--- config.mk ---
export PLATFORM = sky130hd
export DESIGN_NAME = bus_arbiter
export DESIGN_NICKNAME = d
export VERILOG_FILES = /design/src/hdl/arb_pkg.sv /design/src/hdl/prio_if.sv /design/src/hdl/bus_arbiter.sv /design/src/hdl/priority_unit.sv
export SDC_FILE = /design/constraint.sdc
export NUM_CORES = 1
export LEC_CHECK = 0
export ABC_AREA = 1
export BUFFER_PORTS_ARGS = -buffer_cell sky130_fd_sc_hd__buf_2
export CAP_MARGIN = 20
export CORE_MARGIN = 1
export CORE_UTILIZATION = 45
export CTS_CLUSTER_DIAMETER = 150
export DETAILED_ROUTE_END_ITERATION = 8
export GPL_TIMING_DRIVEN = 0
export HOLD_SLACK_MARGIN = 0.1
export MAX_ROUTING_LAYER = met4
export PLACE_DENSITY_LB_ADDON = 0.12
export SLEW_MARGIN = 20
export SYNTH_ARGS = -nofsm -noshare
export SYNTH_HDL_FRONTEND = slang
export SYNTH_SLANG_ARGS = --single-unit
--- constraint.sdc ---
create_clock -name core_clk -period 1.7 [get_ports core_clk]
set_input_delay 0.34 -clock core_clk [delete_from_list [all_inputs] [get_ports core_clk]]
set_output_delay 0.34 -clock core_clk [all_outputs]
set_load 0.1 [all_outputs]
--- src/hdl/arb_pkg.sv ---
package arb_pkg;

  // ****************************************************************
  // Widths
  // ****************************************************************
  localparam int MASTER_COUNT = 4;

  // ****************************************************************
  // Latch field positions on the processor data lines
  // ****************************************************************
  localparam int LATCH_ENABLE_POS = 2;
  localparam int LATCH_MASTER_MSB = 1;
  localparam int LATCH_MASTER_LSB = 0;

  // ****************************************************************
  // Reset values and counter step
  // ****************************************************************
  localparam logic       LATCH_ENABLE_RESET = 1'h0;
  localparam logic [1:0] LATCH_MASTER_RESET = 2'h0;
  localparam logic [1:0] COUNT_RESET        = 2'h0;
  localparam logic [1:0] PRIORITY_RESET     = 2'h0;
  localparam logic [1:0] COUNT_STEP         = 2'h1;

  // ****************************************************************
  // Handshake states: upper nibble state code, lower nibble grants
  // ****************************************************************
  typedef enum logic [7:0] {
    ST_IDLE   = 8'h00,
    ST_AWAIT0 = 8'h41,
    ST_AWAIT1 = 8'h42,
    ST_AWAIT2 = 8'h84,
    ST_AWAIT3 = 8'h88,
    ST_BUSY0  = 8'h11,
    ST_BUSY1  = 8'h12,
    ST_BUSY2  = 8'h14,
    ST_BUSY3  = 8'h18,
    ST_HOLD0  = 8'h21,
    ST_HOLD1  = 8'h22,
    ST_HOLD2  = 8'h24,
    ST_HOLD3  = 8'h28
  } arb_state_t;

endpackage

--- src/hdl/prio_if.sv ---
`timescale 1ns/1ps
interface prio_if;
  logic [1:0] selected_priority;
  logic [1:0] random_count;
  logic       override_enable;
  modport src  (output selected_priority, output random_count, output override_enable);
  modport sink (input selected_priority, input random_count, input override_enable);
endinterface

--- src/hdl/bus_arbiter.sv ---
`timescale 1ns/1ps
module bus_arbiter
  import arb_pkg::*;
(
  input  wire logic       core_clk,
  input  wire logic       rst_n,
  input  wire logic       bus_clock,
  input  wire logic [3:0] master_request_n,
  input  wire logic       shared_bus_busy_n,
  input  wire logic       chip_select_n,
  input  wire logic       write_enable_n,
  input  wire logic       data_bit_two,
  input  wire logic       data_bit_one,
  input  wire logic       data_bit_zero,
  output logic      [3:0] master_grant_n,
  output logic            state_bit_three,
  output logic            state_bit_two,
  output logic            state_bit_one,
  output logic            state_bit_zero,
  output logic      [1:0] selected_priority,
  output logic      [1:0] random_count,
  output logic            override_enable
);

  // ****************************************************************
  // Priority source
  // ****************************************************************
  prio_if prio ();

  priority_unit u_priority (
    .clk            (core_clk),
    .rst_n          (rst_n),
    .chip_select_n  (chip_select_n),
    .write_enable_n (write_enable_n),
    .data_bit_two   (data_bit_two),
    .data_bit_one   (data_bit_one),
    .data_bit_zero  (data_bit_zero),
    .prio           (prio.src)
  );

  // ****************************************************************
  // Input synchronisers and bus-rate sampling
  // ****************************************************************
  logic [5:0] in_meta_reg;
  logic [5:0] in_sync_reg;
  logic       bus_clock_last_reg;
  logic [3:0] req_sample_reg;
  logic [3:0] req_sample_next;
  logic       bus_edge;

  // Two flops on each pin: bus clock, busy, requests
  always_ff @(posedge core_clk) begin
    if (!rst_n) begin
      in_meta_reg <= 6'h3F;
      in_sync_reg <= 6'h3F;
    end else begin
      in_meta_reg <= {bus_clock, shared_bus_busy_n, master_request_n};
      in_sync_reg <= in_meta_reg;
    end
  end

  // Rising edge of the bus clock picks the request sample
  always_comb begin
    bus_edge        = in_sync_reg[5] && !bus_clock_last_reg;
    req_sample_next = bus_edge ? ~in_sync_reg[3:0] : req_sample_reg;
  end

  // Sample registers
  always_ff @(posedge core_clk) begin
    if (!rst_n) begin
      bus_clock_last_reg <= 1'h1;
      req_sample_reg     <= 4'h0;
    end else begin
      bus_clock_last_reg <= in_sync_reg[5];
      req_sample_reg     <= req_sample_next;
    end
  end

  // ****************************************************************
  // Arbitration
  // ****************************************************************
  // Rank from the selected code downward, wrapping
  function automatic logic [1:0] pick_winner(input logic [3:0] req, input logic [1:0] code);
    logic [1:0] idx;
    logic [1:0] win;
    logic       found;
    win   = code;
    found = 1'h0;
    for (int i = 0; i < MASTER_COUNT; i++) begin
      idx = code - i[1:0];
      if (!found && req[idx]) begin
        win   = idx;
        found = 1'h1;
      end
    end
    return win;
  endfunction

  // First wait state for a master
  function automatic arb_state_t await_of(input logic [1:0] m);
    arb_state_t s;
    case (m)
      2'h0: s = ST_AWAIT0;
      2'h1: s = ST_AWAIT1;
      2'h2: s = ST_AWAIT2;
      default: s = ST_AWAIT3;
    endcase
    return s;
  endfunction

  // ****************************************************************
  // Handshake state machine
  // ****************************************************************
  arb_state_t state_reg;
  arb_state_t state_next;
  logic       busy_seen;
  logic       any_req;
  logic [1:0] winner;

  // Next state
  always_comb begin
    busy_seen  = !in_sync_reg[4];
    any_req    = |req_sample_reg;
    winner     = pick_winner(req_sample_reg, prio.selected_priority);
    state_next = state_reg;
    case (state_reg)
      ST_IDLE: begin
        if (any_req) begin
          state_next = await_of(winner);
        end
      end
      ST_AWAIT0, ST_AWAIT1, ST_AWAIT2, ST_AWAIT3: begin
        if (!busy_seen) begin
          state_next = arb_state_t'({4'h1, state_reg[3:0]});
        end
      end
      ST_BUSY0, ST_BUSY1, ST_BUSY2, ST_BUSY3: begin
        if (busy_seen) begin
          state_next = arb_state_t'({4'h2, state_reg[3:0]});
        end
      end
      ST_HOLD0, ST_HOLD1, ST_HOLD2, ST_HOLD3: begin
        if (any_req) begin
          state_next = await_of(winner);
        end
      end
      default: begin
        state_next = ST_IDLE;
      end
    endcase
  end

  // State register
  always_ff @(posedge core_clk) begin
    if (!rst_n) begin
      state_reg <= ST_IDLE;
    end else begin
      state_reg <= state_next;
    end
  end

  // ****************************************************************
  // Outputs
  // ****************************************************************
  assign master_grant_n    = ~state_reg[3:0];
  assign state_bit_three   = state_reg[7];
  assign state_bit_two     = state_reg[6];
  assign state_bit_one     = state_reg[5];
  assign state_bit_zero    = state_reg[4];
  assign selected_priority = prio.selected_priority;
  assign random_count      = prio.random_count;
  assign override_enable   = prio.override_enable;

endmodule

--- src/hdl/priority_unit.sv ---
`timescale 1ns/1ps
module priority_unit
  import arb_pkg::*;
(
  input  wire logic clk,
  input  wire logic rst_n,
  input  wire logic chip_select_n,
  input  wire logic write_enable_n,
  input  wire logic data_bit_two,
  input  wire logic data_bit_one,
  input  wire logic data_bit_zero,
  prio_if.src       prio
);

  // ****************************************************************
  // Pin synchronisers
  // ****************************************************************
  logic [4:0] pin_meta_reg;
  logic [4:0] pin_sync_reg;
  logic       enable_reg;
  logic       enable_next;
  logic [1:0] master_reg;
  logic [1:0] master_next;
  logic [1:0] count_reg;
  logic [1:0] count_next;
  logic [1:0] select_reg;
  logic [1:0] select_next;
  logic       store_hit;

  // Two flops on every processor pin
  always_ff @(posedge clk) begin
    if (!rst_n) begin
      pin_meta_reg <= 5'h1F;
      pin_sync_reg <= 5'h1F;
    end else begin
      pin_meta_reg <= {chip_select_n, write_enable_n, data_bit_two, data_bit_one,
                       data_bit_zero};
      pin_sync_reg <= pin_meta_reg;
    end
  end

  // ****************************************************************
  // Latch, counter and selector
  // ****************************************************************
  // Next values
  always_comb begin
    store_hit   = !pin_sync_reg[4] && !pin_sync_reg[3];
    enable_next = enable_reg;
    master_next = master_reg;
    if (store_hit) begin
      enable_next = pin_sync_reg[LATCH_ENABLE_POS];
      master_next = pin_sync_reg[LATCH_MASTER_MSB:LATCH_MASTER_LSB];
    end
    count_next  = count_reg + COUNT_STEP;
    select_next = enable_reg ? master_reg : count_reg;
  end

  // Registers, cleared by reset
  always_ff @(posedge clk) begin
    if (!rst_n) begin
      enable_reg <= LATCH_ENABLE_RESET;
      master_reg <= LATCH_MASTER_RESET;
      count_reg  <= COUNT_RESET;
      select_reg <= PRIORITY_RESET;
    end else begin
      enable_reg <= enable_next;
      master_reg <= master_next;
      count_reg  <= count_next;
      select_reg <= select_next;
    end
  end

  assign prio.selected_priority = select_reg;
  assign prio.random_count      = count_reg;
  assign prio.override_enable   = enable_reg;

endmodule

==> metrics.md, run 1 <==
| Metric | Value |
|---|---|
| Max stage delay on crit path | `0.43 ns` |
| Layout cells sized above 1 | `40.46%` |
| Clock Path Buffers | `2` |
| Die Width | `64.28 um` |
| Die Ht | `64.28 um` |
| Vias in the first global route | `1306` |
| CP Launch Type | `flop` |
| Number of synthesized register bits | `42` |
| Period utilization | `90.32%` |
| CP max FO | `10` |
| GP Congestion | `0.7710` |
| Worst Reg2Reg Path Length in Cells | `14` |
| Fmax | `651.3 MHz` |
| Final Cell Area | `2138 sq um` |
| Tot GR Track Use | `17.92%` |
| Crit. End Element | `flop` |
| Initial antenna violation count | `0` |
| Largest register FFs | `8` |
| Max Slew Vio Count | `0` |
| FF-to-FF Start | `u_priority.prio.selected_priority[0]` |
| Outcome | `completed` |
| Tmin final | `1.535 ns` |
| R2R Setup Slk | `0.16 ns` |
| Port bufs | `25` |
| Tightest Pin Transition | `0.4914 ns` |
| PwrDens | `1629 nW/um^2` |
| Inserted Clock Buffers | `5` |
| Post-DP Area | `1979 sq um` |
| Synth top area cells | `dfxtp_1, nand2_1, or2_2` |
| FF-to-FF End | `state_reg[3]` |
| H-tree levels | `2` |
| Skew final | `0.004743 ns` |
| Hold Crit Start | `master_request_n[1]` |
| # setup viols final | `0` |
| Netlist Area Pre-Place | `1745 sq um` |
| Hold crit path type | `in -> reg` |
| Post-synth top area cell | `dfxtp_1` |
| Clk root buf | `clkbuf_8` |
| Hold Path Cell Cnt | `2` |
| Routed WL per cell | `10.14 um` |
| Hold Violations, Final | `0` |
| Antenna cells | `0` |
| P_leak | `0.9610 nW` |
| Initial core utilization | `47.32%` |
| Synth warn | `0` |
| Top cell type's share of synthesized area | `48.17%` |
| Post-Syn Nets | `240` |
| Total Neg Setup Slack | `0 ns` |
| Max cap viols | `0` |
| Total congestion overflow | `0` |
| CTS tree | `yes` |
| CP arrival | `1.76 ns` |
| CP max-delay cell | `dfxtp_4` |
| Post-route ant nets | `0` |
| Die Area | `4132 sq um` |
| Clock Latency Late Sink | `0.29 ns` |
| Crit path top cell by count | `nand2_2` |
| # nets final | `274` |
| DP HPWL | `2.273 mm` |
| Distinct cells, synth | `22` |
| DRC errors left | `0` |
| Util after Layout | `57.97%` |
| Non-filler cells, final | `310` |
| Detailed Route Iter0 Violations | `67` |
| RSZ-0062 raised after global routing | `no` |
| Final wirelength | `3.144 mm` |
| Clk slew on worst S/H paths | `0.08 ns` |
| Sequential share of the synthesized area | `48.17%` |
| Number of clock sinks | `42` |
| First-pass GRT wire length | `5.533 mm` |
| Worst path required time | `1.93 ns` |
| Post-Place Cells | `300` |
| Core Area | `3689 sq um` |
| Placement Rows | `22` |
| Hold Crit Endpoint | `in_meta_reg[1]` |
| Post-Synthesis Cells | `227` |
| Avg Cell Area, Syn | `7.689 sq um` |
| Total Power | `3.484 mW` |
| Synthesis-to-finish area growth | `22.51%` |
| Detailed Routing Iterations Pass 1 | `4` |
| Routed vias/inst | `4.632` |
| # IOs | `26` |
| Largest net degree at the start of global routing | `13` |
| Relative slew slack | `67.47%` |
| Setup CP Type | `reg -> reg` |
| Routed vias | `1436` |
| Filler cell count in the final layout | `354` |
| Critical-path cell list | `inv_8 > nand2_2 > nand2_1 > nand2_1 > nand2_4 > nor2_8 > nand2_2 > nand2_2 > nand2_2 > nand2_2 > nand3_2 > nor2_1 > nor2_1 > nor2_1` |
| Max VDD drop | `832.7 uV` |
## cells in the final DEF (no fill, tap or decap), types with 2 or more instances in the layout
cell type	count
nand2_2	15
buf_2	26
nand2_4	2
o21ai_1	5
dfxtp_1	32
a21oi_1	12
nor2_1	22
or2_2	22
inv_2	4
clkbuf_1	3
nand2_1	41
buf_4	3
dfxtp_2	7
o21ai_0	9
nand3_2	6
dfxtp_4	3
clkinvlp_4	4
nor2_2	2
inv_1	16
clkbuf_8	5
nand3_1	12
## cells in the mapped netlist (all sizes together)
library cell and count:
a21oi 13, buf 3, clkbuf 1, clkinv 1
dfxtp 42, inv 24, nand2 58, nand3 19
nor2 26, nor3 1, nor4 1, o21ai 15
or2 22, xnor2 1
## how the worst max path moves through the flow
stage                                    startpoint  slack (ns)  cells after the start      endpoint
6_report       u_priority.prio.selected_priority[0]        0.16                     14  state_reg[3]
5_1_grt                                state_reg[3]       0.006                      9  state_reg[4]
4_1_cts        u_priority.prio.selected_priority[0]        0.07                     14  state_reg[3]
3_5_place_dp   u_priority.prio.selected_priority[0]        0.09                     14  state_reg[1]
3_3_place_gp   u_priority.prio.selected_priority[0]        0.11                     14  state_reg[3]
2_1_floorplan                          state_reg[3]       -0.15                      9  state_reg[7]
## layer usage
| metal | global-route usage (%) | vias to the layer above | wire, um |
|---|---|---|---|
| li1 | - | 776 | - |
| met1 | 20.46 | 624 | 1517 |
| met2 | 29.47 | 29 | 1434 |
| met3 | 5.357 | 7 | 139 |
| met4 | 6.667 | 0 | 53 |
| met5 | - | - | 0 |
## repair_timing
item                                    4_1_cts  5_1_grt
setup buffers                                 0        3
endpoints found under the setup margin        0        8
resized for setup                             0       14
hold buffers                                  0        0
## critical path: cells and delay by family (launching register included)
kind / cells / cell delay [ns]
flip-flops: 1 / 0.43
AND/OR/NAND/NOR: 13 / 0.97
buffers and inverters: 1 / 0.07
## report_power, final
group | switching [mW] | internal (mW)
Clock | 0.321 | 0.380
Sequential | 0.107 | 1.10
Combinational | 1.12 | 0.452
Total | 1.55 | 1.94
## per-stage QoR
stage / hold WS, ns / worst slack, ns
finish: 0.2256 / 0.1645
global route: 0.2142 / 0.006254
detailed placement: 0.3892 / 0.08633
floorplan: 0.3821 / -0.1533
global placement: 0.3895 / 0.1076
CTS: 0.2180 / 0.06855
## cells by family after synthesis
group / after synthesis / synth area share (%)
xor+xnor: 1 / 0.5019
flops: 42 / 48.17
buf+inv: 29 / 7.024
simple gates: 127 / 36.27
compound gates: 28 / 8.028
## area by class of cell
type | instances | area [sq um] | share of cell area (%)
flip-flops and latches | 42 | 860.8 | 40.26
well taps | 48 | 60.06 | 2.809
inverters | 25 | 116.4 | 5.442
plain buffers | 3 | 12.51 | 0.5851
repair buffers | 28 | 147.6 | 6.905
clock buffers | 8 | 101.3 | 4.740
multi-input cells | 156 | 839.6 | 39.26
(Power assumes the default switching activity.)
==> run 2: changes to the inputs <==
--- a/config.mk
+++ b/config.mk
@@ -16,6 +16,7 @@
 export HOLD_SLACK_MARGIN = 0.1
 export MAX_ROUTING_LAYER = met4
 export PLACE_DENSITY_LB_ADDON = 0.12
+export SKIP_LAST_GASP = 1
 export SLEW_MARGIN = 20
 export SYNTH_ARGS = -nofsm -noshare
 export SYNTH_HDL_FRONTEND = slang
==> constraint.sdc (replaced) <==
create_clock -name core_clk -period 1.45 [get_ports core_clk]
set_input_delay 0.29 -clock core_clk [delete_from_list [all_inputs] [get_ports core_clk]]
set_output_delay 0.29 -clock core_clk [all_outputs]
set_load 0.1 [all_outputs]
==> run 2 against run 1 <==
  * Highest routed layer unchanged
  * The run now ends with setup timing left
  * Die area unchanged
  * Via count increased by 4.1%
  * Routed wire length up 11%
  * Final area rose by 7.5%
  * Critical endpoint unchanged
  * Critical path type unchanged
  * Clock power rose by 17%
  * Critical path depth increased by 1
  * Setup slack worse by 0.35 ns
==> metrics.md, run 2 (synthesis gave the netlist of run 1 again) <==
| Metric | Value |
|---|---|
| Outcome | `finished with violations` |
| Failing checks | `setup timing` |
| Fmax | `610.9 MHz` |
| # IOs | `26` |
| Largest net degree at the start of global routing | `13` |
| Routed vias | `1495` |
| Antenna cells | `0` |
| Delay-heaviest family, CP | `simple AND/OR/NAND/NOR gates` |
| Initial core utilization | `47.32%` |
| Placement Rows | `22` |
| Seq pwr share | `32.9%` |
| Max cap viols | `0` |
| Internal power | `2.377 mW` |
| CP arrival | `1.87 ns` |
| Inserted Clock Buffers | `5` |
| Skew final | `0.004922 ns` |
| Routed WL per cell | `11.06 um` |
| CP max-delay cell | `dfxtp_4` |
| Clk root buf | `clkbuf_8` |
| Commonest non-fill, non-tap cell in the layout | `nand2_1` |
| Switching Fraction | `44.90%` |
| Die Ht | `64.28 um` |
| Max Slew Vio Count | `0` |
| Clk pwr share | `19.0%` |
| Net Sw Power | `1.937 mW` |
| Total Neg Setup Slack | `-1.019 ns` |
| DP HPWL | `2.273 mm` |
| Clock Path Buffers | `2` |
| Tightest Pin Transition | `0.4914 ns` |
| Clk slew on worst S/H paths | `0.08 ns` |
| Layout cells sized above 1 | `46.82%` |
| DRC errors left | `0` |
| Critical-path cell list | `buf_8 > inv_8 > nand2_2 > nand2_2 > nand2_2 > nand2_4 > nor2_8 > nand2_2 > nand2_4 > nand2_4 > nand2_4 > nand3_4 > nor2_2 > nor2_1 > nor2_1` |
| Final WS setup | `-0.1871 ns` |
| CP Launch Type | `flop` |
| Crit. End Element | `flop` |
| Final wirelength | `3.484 mm` |
| # setup viols final | `8` |
| Clock Latency Late Sink | `0.29 ns` |
| Hold crit path type | `in -> reg` |
| Total congestion overflow | `0` |
| Dpl ws | `-0.1637 ns` |
| Port bufs | `25` |
| Synthesis-to-finish area growth | `31.68%` |
| Comb pwr share | `48.1%` |
| Filler cell count in the final layout | `334` |
| Tmin final | `1.637 ns` |
| Commonest non-fill, non-tap cells in the layout | `nand2_1, dfxtp_1, buf_2` |
| Max VDD drop | `969.4 uV` |
| Tot GR Track Use | `17.84%` |
| Worst path required time | `1.68 ns` |
| Buf+Inv Stages, Crit Path | `2` |
| First-pass GRT wire length | `5.520 mm` |
| GP Congestion | `0.7710` |
| Setup CP Type | `reg -> reg` |
| Max stage delay on crit path | `0.38 ns` |
| Total Power | `4.314 mW` |
| Post-route ant nets | `0` |
| PwrDens | `1877 nW/um^2` |
| Hold Violations, Final | `0` |
| Detailed Route Iter0 Violations | `58` |
| CP max FO | `8` |
| Initial antenna violation count | `0` |
| Core Area | `3689 sq um` |
| H-tree levels | `2` |
| Number of clock sinks | `42` |
| Relative slew slack | `67.46%` |
| # nets final | `279` |
| Die Width | `64.28 um` |
| Routed vias/inst | `4.746` |
| Detailed Routing Iterations Pass 1 | `4` |
| Period utilization | `112.9%` |
| Vias in the first global route | `1309` |
| RSZ-0062 raised after global routing | `yes` |
| Die Area | `4132 sq um` |
| P_leak | `1.006 nW` |
| Largest register FFs | `8` |
| CTS tree | `yes` |
run 2: cell types whose count changed in the layout (fill, tap and decap cells not counted), moves of 2 or more:
cell	before	now
nor2_2	2	5
nor2_1	22	18
nand2_1	41	34
nand3_4	1	4
nand2_2	15	18
buf_4	3	7
nand2_4	2	6
nand3_1	12	10
buf_2	26	24
run 2: per-stage QoR:
| stage | std cells | hold slack [ns] | area, sq um | util (%) |
|---|---|---|---|---|
| finish | 315 | 0.1780 | 2298 | 62.31 |
| global route | 315 | 0.1645 | 2298 | 62.31 |
| CTS | 310 | 0.1680 | 2117 | 57.39 |
| detailed placement | 300 | 0.3892 | 1979 | 53.66 |
| global placement | 300 | 0.3895 | 1979 | 53.66 |
| floorplan | 227 | 0.3821 | 1794 | - |
run 2: cell type report:
class | count | area [sq um] | area share [%]
Multi-Input combinational cell | 156 | 932.1 | 40.56
Sequential cell | 42 | 860.8 | 37.45
Timing Repair Buffer | 32 | 200.2 | 8.710
Inverter | 25 | 116.4 | 5.063
Clock buffer | 8 | 101.3 | 4.409
Tap cell | 48 | 60.06 | 2.613
Buffer | 4 | 27.53 | 1.198
run 2: power by group through the flow:
stage / Clock (mW) / Combinational, mW / Sequential (mW)
after global routing: 0.895 / 2.26 / 1.44
after detailed placement: 0 / 1.63 / 1.43
after CTS: 0.839 / 1.66 / 1.41
after floorplan: 0 / 0.959 / 1.85
final: 0.819 / 2.07 / 1.42
after global placement: 0 / 1.62 / 1.43
run 2: routing by layer:
layer / up-vias / track usage (%) / part of all wire [%]
met3: 9 / 5.357 / 3.8
met4: 0 / 6.667 / 2.0
li1: 788 / - / -
met2: 38 / 29.61 / 49
met1: 660 / 20.13 / 45
met5: - / - / 0
run 2: final timing paths:
kind                       endpoint                            startpoint  cells past startpoint  slack (ns)
hold / removal       in_meta_reg[1]                   master_request_n[1]                      2        0.18
hold reg to reg   req_sample_reg[0]                        in_sync_reg[0]                      1        0.40
setup / recovery       state_reg[3]  u_priority.prio.selected_priority[0]                     15       -0.19
setup reg to reg       state_reg[3]  u_priority.prio.selected_priority[0]                     15       -0.19
run 2: repair_timing:
action	4_1_cts	5_1_grt
gates cloned	0	1
gates resized for setup	7	33
hold buffers	0	0
setup buffers	2	4
setup endpoints to repair	9	9
pin swaps	4	6
==> run 3: changes to the inputs <==
--- a/config.mk
+++ b/config.mk
@@ -8,8 +8,11 @@
 export ABC_AREA = 1
 export BUFFER_PORTS_ARGS = -buffer_cell sky130_fd_sc_hd__buf_2
 export CAP_MARGIN = 20
+export CELL_PAD_IN_SITES_DETAIL_PLACEMENT = 1
+export CELL_PAD_IN_SITES_GLOBAL_PLACEMENT = 1
 export CORE_MARGIN = 1
-export CORE_UTILIZATION = 45
+export CORE_UTILIZATION = 42
+export CTS_BUF_LIST = sky130_fd_sc_hd__clkbuf_4 sky130_fd_sc_hd__clkbuf_8
 export CTS_CLUSTER_DIAMETER = 150
 export DETAILED_ROUTE_END_ITERATION = 8
 export GPL_TIMING_DRIVEN = 0
==> run 3 against run 2 <==
  * The flow still finishes with violations (setup timing)
  * Clock skew rose by 0.0048 ns
  * Die area rose by 6.9%
  * Sequential share of layout area rose by 0.31 points
  * Highest routed layer unchanged
  * Global-route usage rose by 3.4 points
  * Worst hold slack improved by 0.0057 ns
  * Non-clock buffer count did not move
  * Critical endpoint is now state_reg[2]
  * Largest cell class unchanged
==> metrics.md, run 3 (synthesis gave the netlist of run 1 again) <==
| Metric | Value |
|---|---|
| Outcome | `finished with violations` |
| Failing checks | `setup timing` |
| Total Power | `4.311 mW` |
| Crit. End Element | `flop` |
| Tmin final | `1.634 ns` |
| Relative slew slack | `67.88%` |
| Routed WL per cell | `13.15 um` |
| Core Area | `4000 sq um` |
| Largest register FFs | `8` |
| Clock Path Buffers | `2` |
| Util after Layout | `57.15%` |
| Hold Violations, Final | `0` |
| Detailed Routing Iterations Pass 1 | `4` |
| Skew final | `0.009697 ns` |
| Commonest non-fill, non-tap cells in the layout | `nand2_1, dfxtp_1, buf_2, or2_2, nand2_2` |
| Worst path required time | `1.67 ns` |
| First-pass GRT wire length | `6.920 mm` |
| Clk slew on worst S/H paths | `0.09 ns` |
| Setup CP Type | `reg -> reg` |
| Inserted Clock Buffers | `5` |
| Max VDD drop | `1879 uV` |
| Post-route ant nets | `0` |
| Max Slew Vio Count | `0` |
| # nets final | `279` |
| PwrDens | `1886 nW/um^2` |
| Non-filler cells, final | `317` |
| Seq pwr share | `33.4%` |
| H-tree levels | `2` |
| Post-DP Area | `1982 sq um` |
| Placement Rows | `23` |
| CTS tree | `yes` |
| # setup viols final | `8` |
| Total congestion overflow | `0` |
| Comb pwr share | `49.4%` |
| CP max FO | `8` |
| Port bufs | `25` |
| CP arrival | `1.85 ns` |
| DRC errors left | `0` |
| Internal power | `2.225 mW` |
| Clk root buf | `clkbuf_8` |
| GP Congestion | `0.8231` |
| Fmax | `611.8 MHz` |
| Net Sw Power | `2.086 mW` |
| Tot GR Track Use | `21.28%` |
| Total Neg Setup Slack | `-1.240 ns` |
| RSZ-0062 raised after global routing | `yes` |
| Antenna cells | `0` |
| Post-cts hold buffer count | `0` |
| Final WS setup | `-0.1844 ns` |
| Routed vias/inst | `4.826` |
| Synthesis-to-finish area growth | `30.97%` |
| Clock Latency Late Sink | `0.29 ns` |
| Detailed Route Iter0 Violations | `72` |
| DP HPWL | `2.798 mm` |
| Hold crit path type | `in -> reg` |
| Die Ht | `66.47 um` |
| Initial core utilization | `43.63%` |
| Filler cell count in the final layout | `498` |
| Initial antenna violation count | `0` |
| Routed vias | `1530` |
| Period utilization | `112.7%` |
| Vias in the first global route | `1537` |
| Number of clock sinks | `42` |
| Final wirelength | `4.170 mm` |
| Post-Place Cells | `302` |
| Largest net degree at the start of global routing | `15` |
| Final Cell Area | `2286 sq um` |
| Layout cells sized above 1 | `48.69%` |
| Die Area | `4418 sq um` |
| Clk pwr share | `17.2%` |
| Switching Fraction | `48.39%` |
| CP Launch Type | `flop` |
| Max cap viols | `0` |
| Commonest non-fill, non-tap cell in the layout | `nand2_1` |
| P_leak | `0.9984 nW` |
| # IOs | `26` |
| Tightest Pin Transition | `0.4819 ns` |
| Die Width | `66.47 um` |
-- run 3: changes by cell type in the layout (fill, tap and decap cells not counted), sizes merged --
cell | before | now
clkinv | 0 | 2
clkinvlp | 4 | 5
clkbuf | 11 | 10
buf | 33 | 31
-- run 3: critical path, stage by stage, from the launching register on --
cell and delay (ns):
dfxtp_4 0.38, buf_8 0.14, inv_8 0.07, nand2_1 0.05, nand3_1 0.11, nand2_4 0.09
nor2_8 0.13, nand3_1 0.17, nand2_2 0.13, nand2_2 0.07, nor2_4 0.12, nor2_2 0.04
nor2_1 0.06
-- run 3: path summary, 6_finish.rpt --
kind,from,end,slack (ns),cells past startpoint
setup / recovery,u_priority.prio.selected_priority[0],state_reg[2],-0.18,12
hold / removal,bus_clock,in_meta_reg[5],0.18,2
setup reg to reg,u_priority.prio.selected_priority[0],state_reg[2],-0.18,12
hold reg to reg,in_sync_reg[1],req_sample_reg[1],0.40,1
-- run 3: final cells by class --
type / instances / area (sq um) / share of cell area [%]
Sequential cell: 42 / 863.3 / 37.77
Inverter: 25 / 116.4 / 5.090
Timing Repair Buffer: 32 / 211.5 / 9.250
Multi-Input combinational cell: 156 / 914.6 / 40.01
Buffer: 4 / 27.53 / 1.204
Clock buffer: 5 / 68.82 / 3.010
Clock inverter: 3 / 21.27 / 0.9305
Tap cell: 50 / 62.56 / 2.737
-- run 3: routing by layer --
metal / track usage (%) / vias to the layer above / wire length, um
met2: 35.59 / 19 / 2129
met5: - / - / 0
li1: - / 787 / -
met1: 26.55 / 722 / 1922
met3: 4.110 / 2 / 103
met4: 4.787 / 0 / 14
-- run 3: power by group through the flow --
stage,combinational [mW],clock (mW),sequential (mW)
6_report,2.13,0.740,1.44
5_1_grt,2.29,0.813,1.45
4_1_cts,1.91,0.766,1.43
3_5_place_dp,1.68,0,1.44
3_3_place_gp,1.64,0,1.43
2_1_floorplan,0.959,0,1.85
-- run 3: what timing repair did --
action / 4_1_cts / 5_1_grt
setup buffers: 4 / 2
endpoints found under the setup margin: 8 / 12
gates cloned: 1 / 0
pin swaps: 6 / 7
gates resized for setup: 22 / 22
-- run 3: through the flow --
stage	hold slack, ns	setup slack (ns)
after CTS	0.1755	-0.2320
after detailed placement	0.3947	-0.2241
after global placement	0.3900	-0.2029
final	0.1837	-0.1844
after floorplan	0.3821	-0.4033
after global routing	0.1806	-0.3146
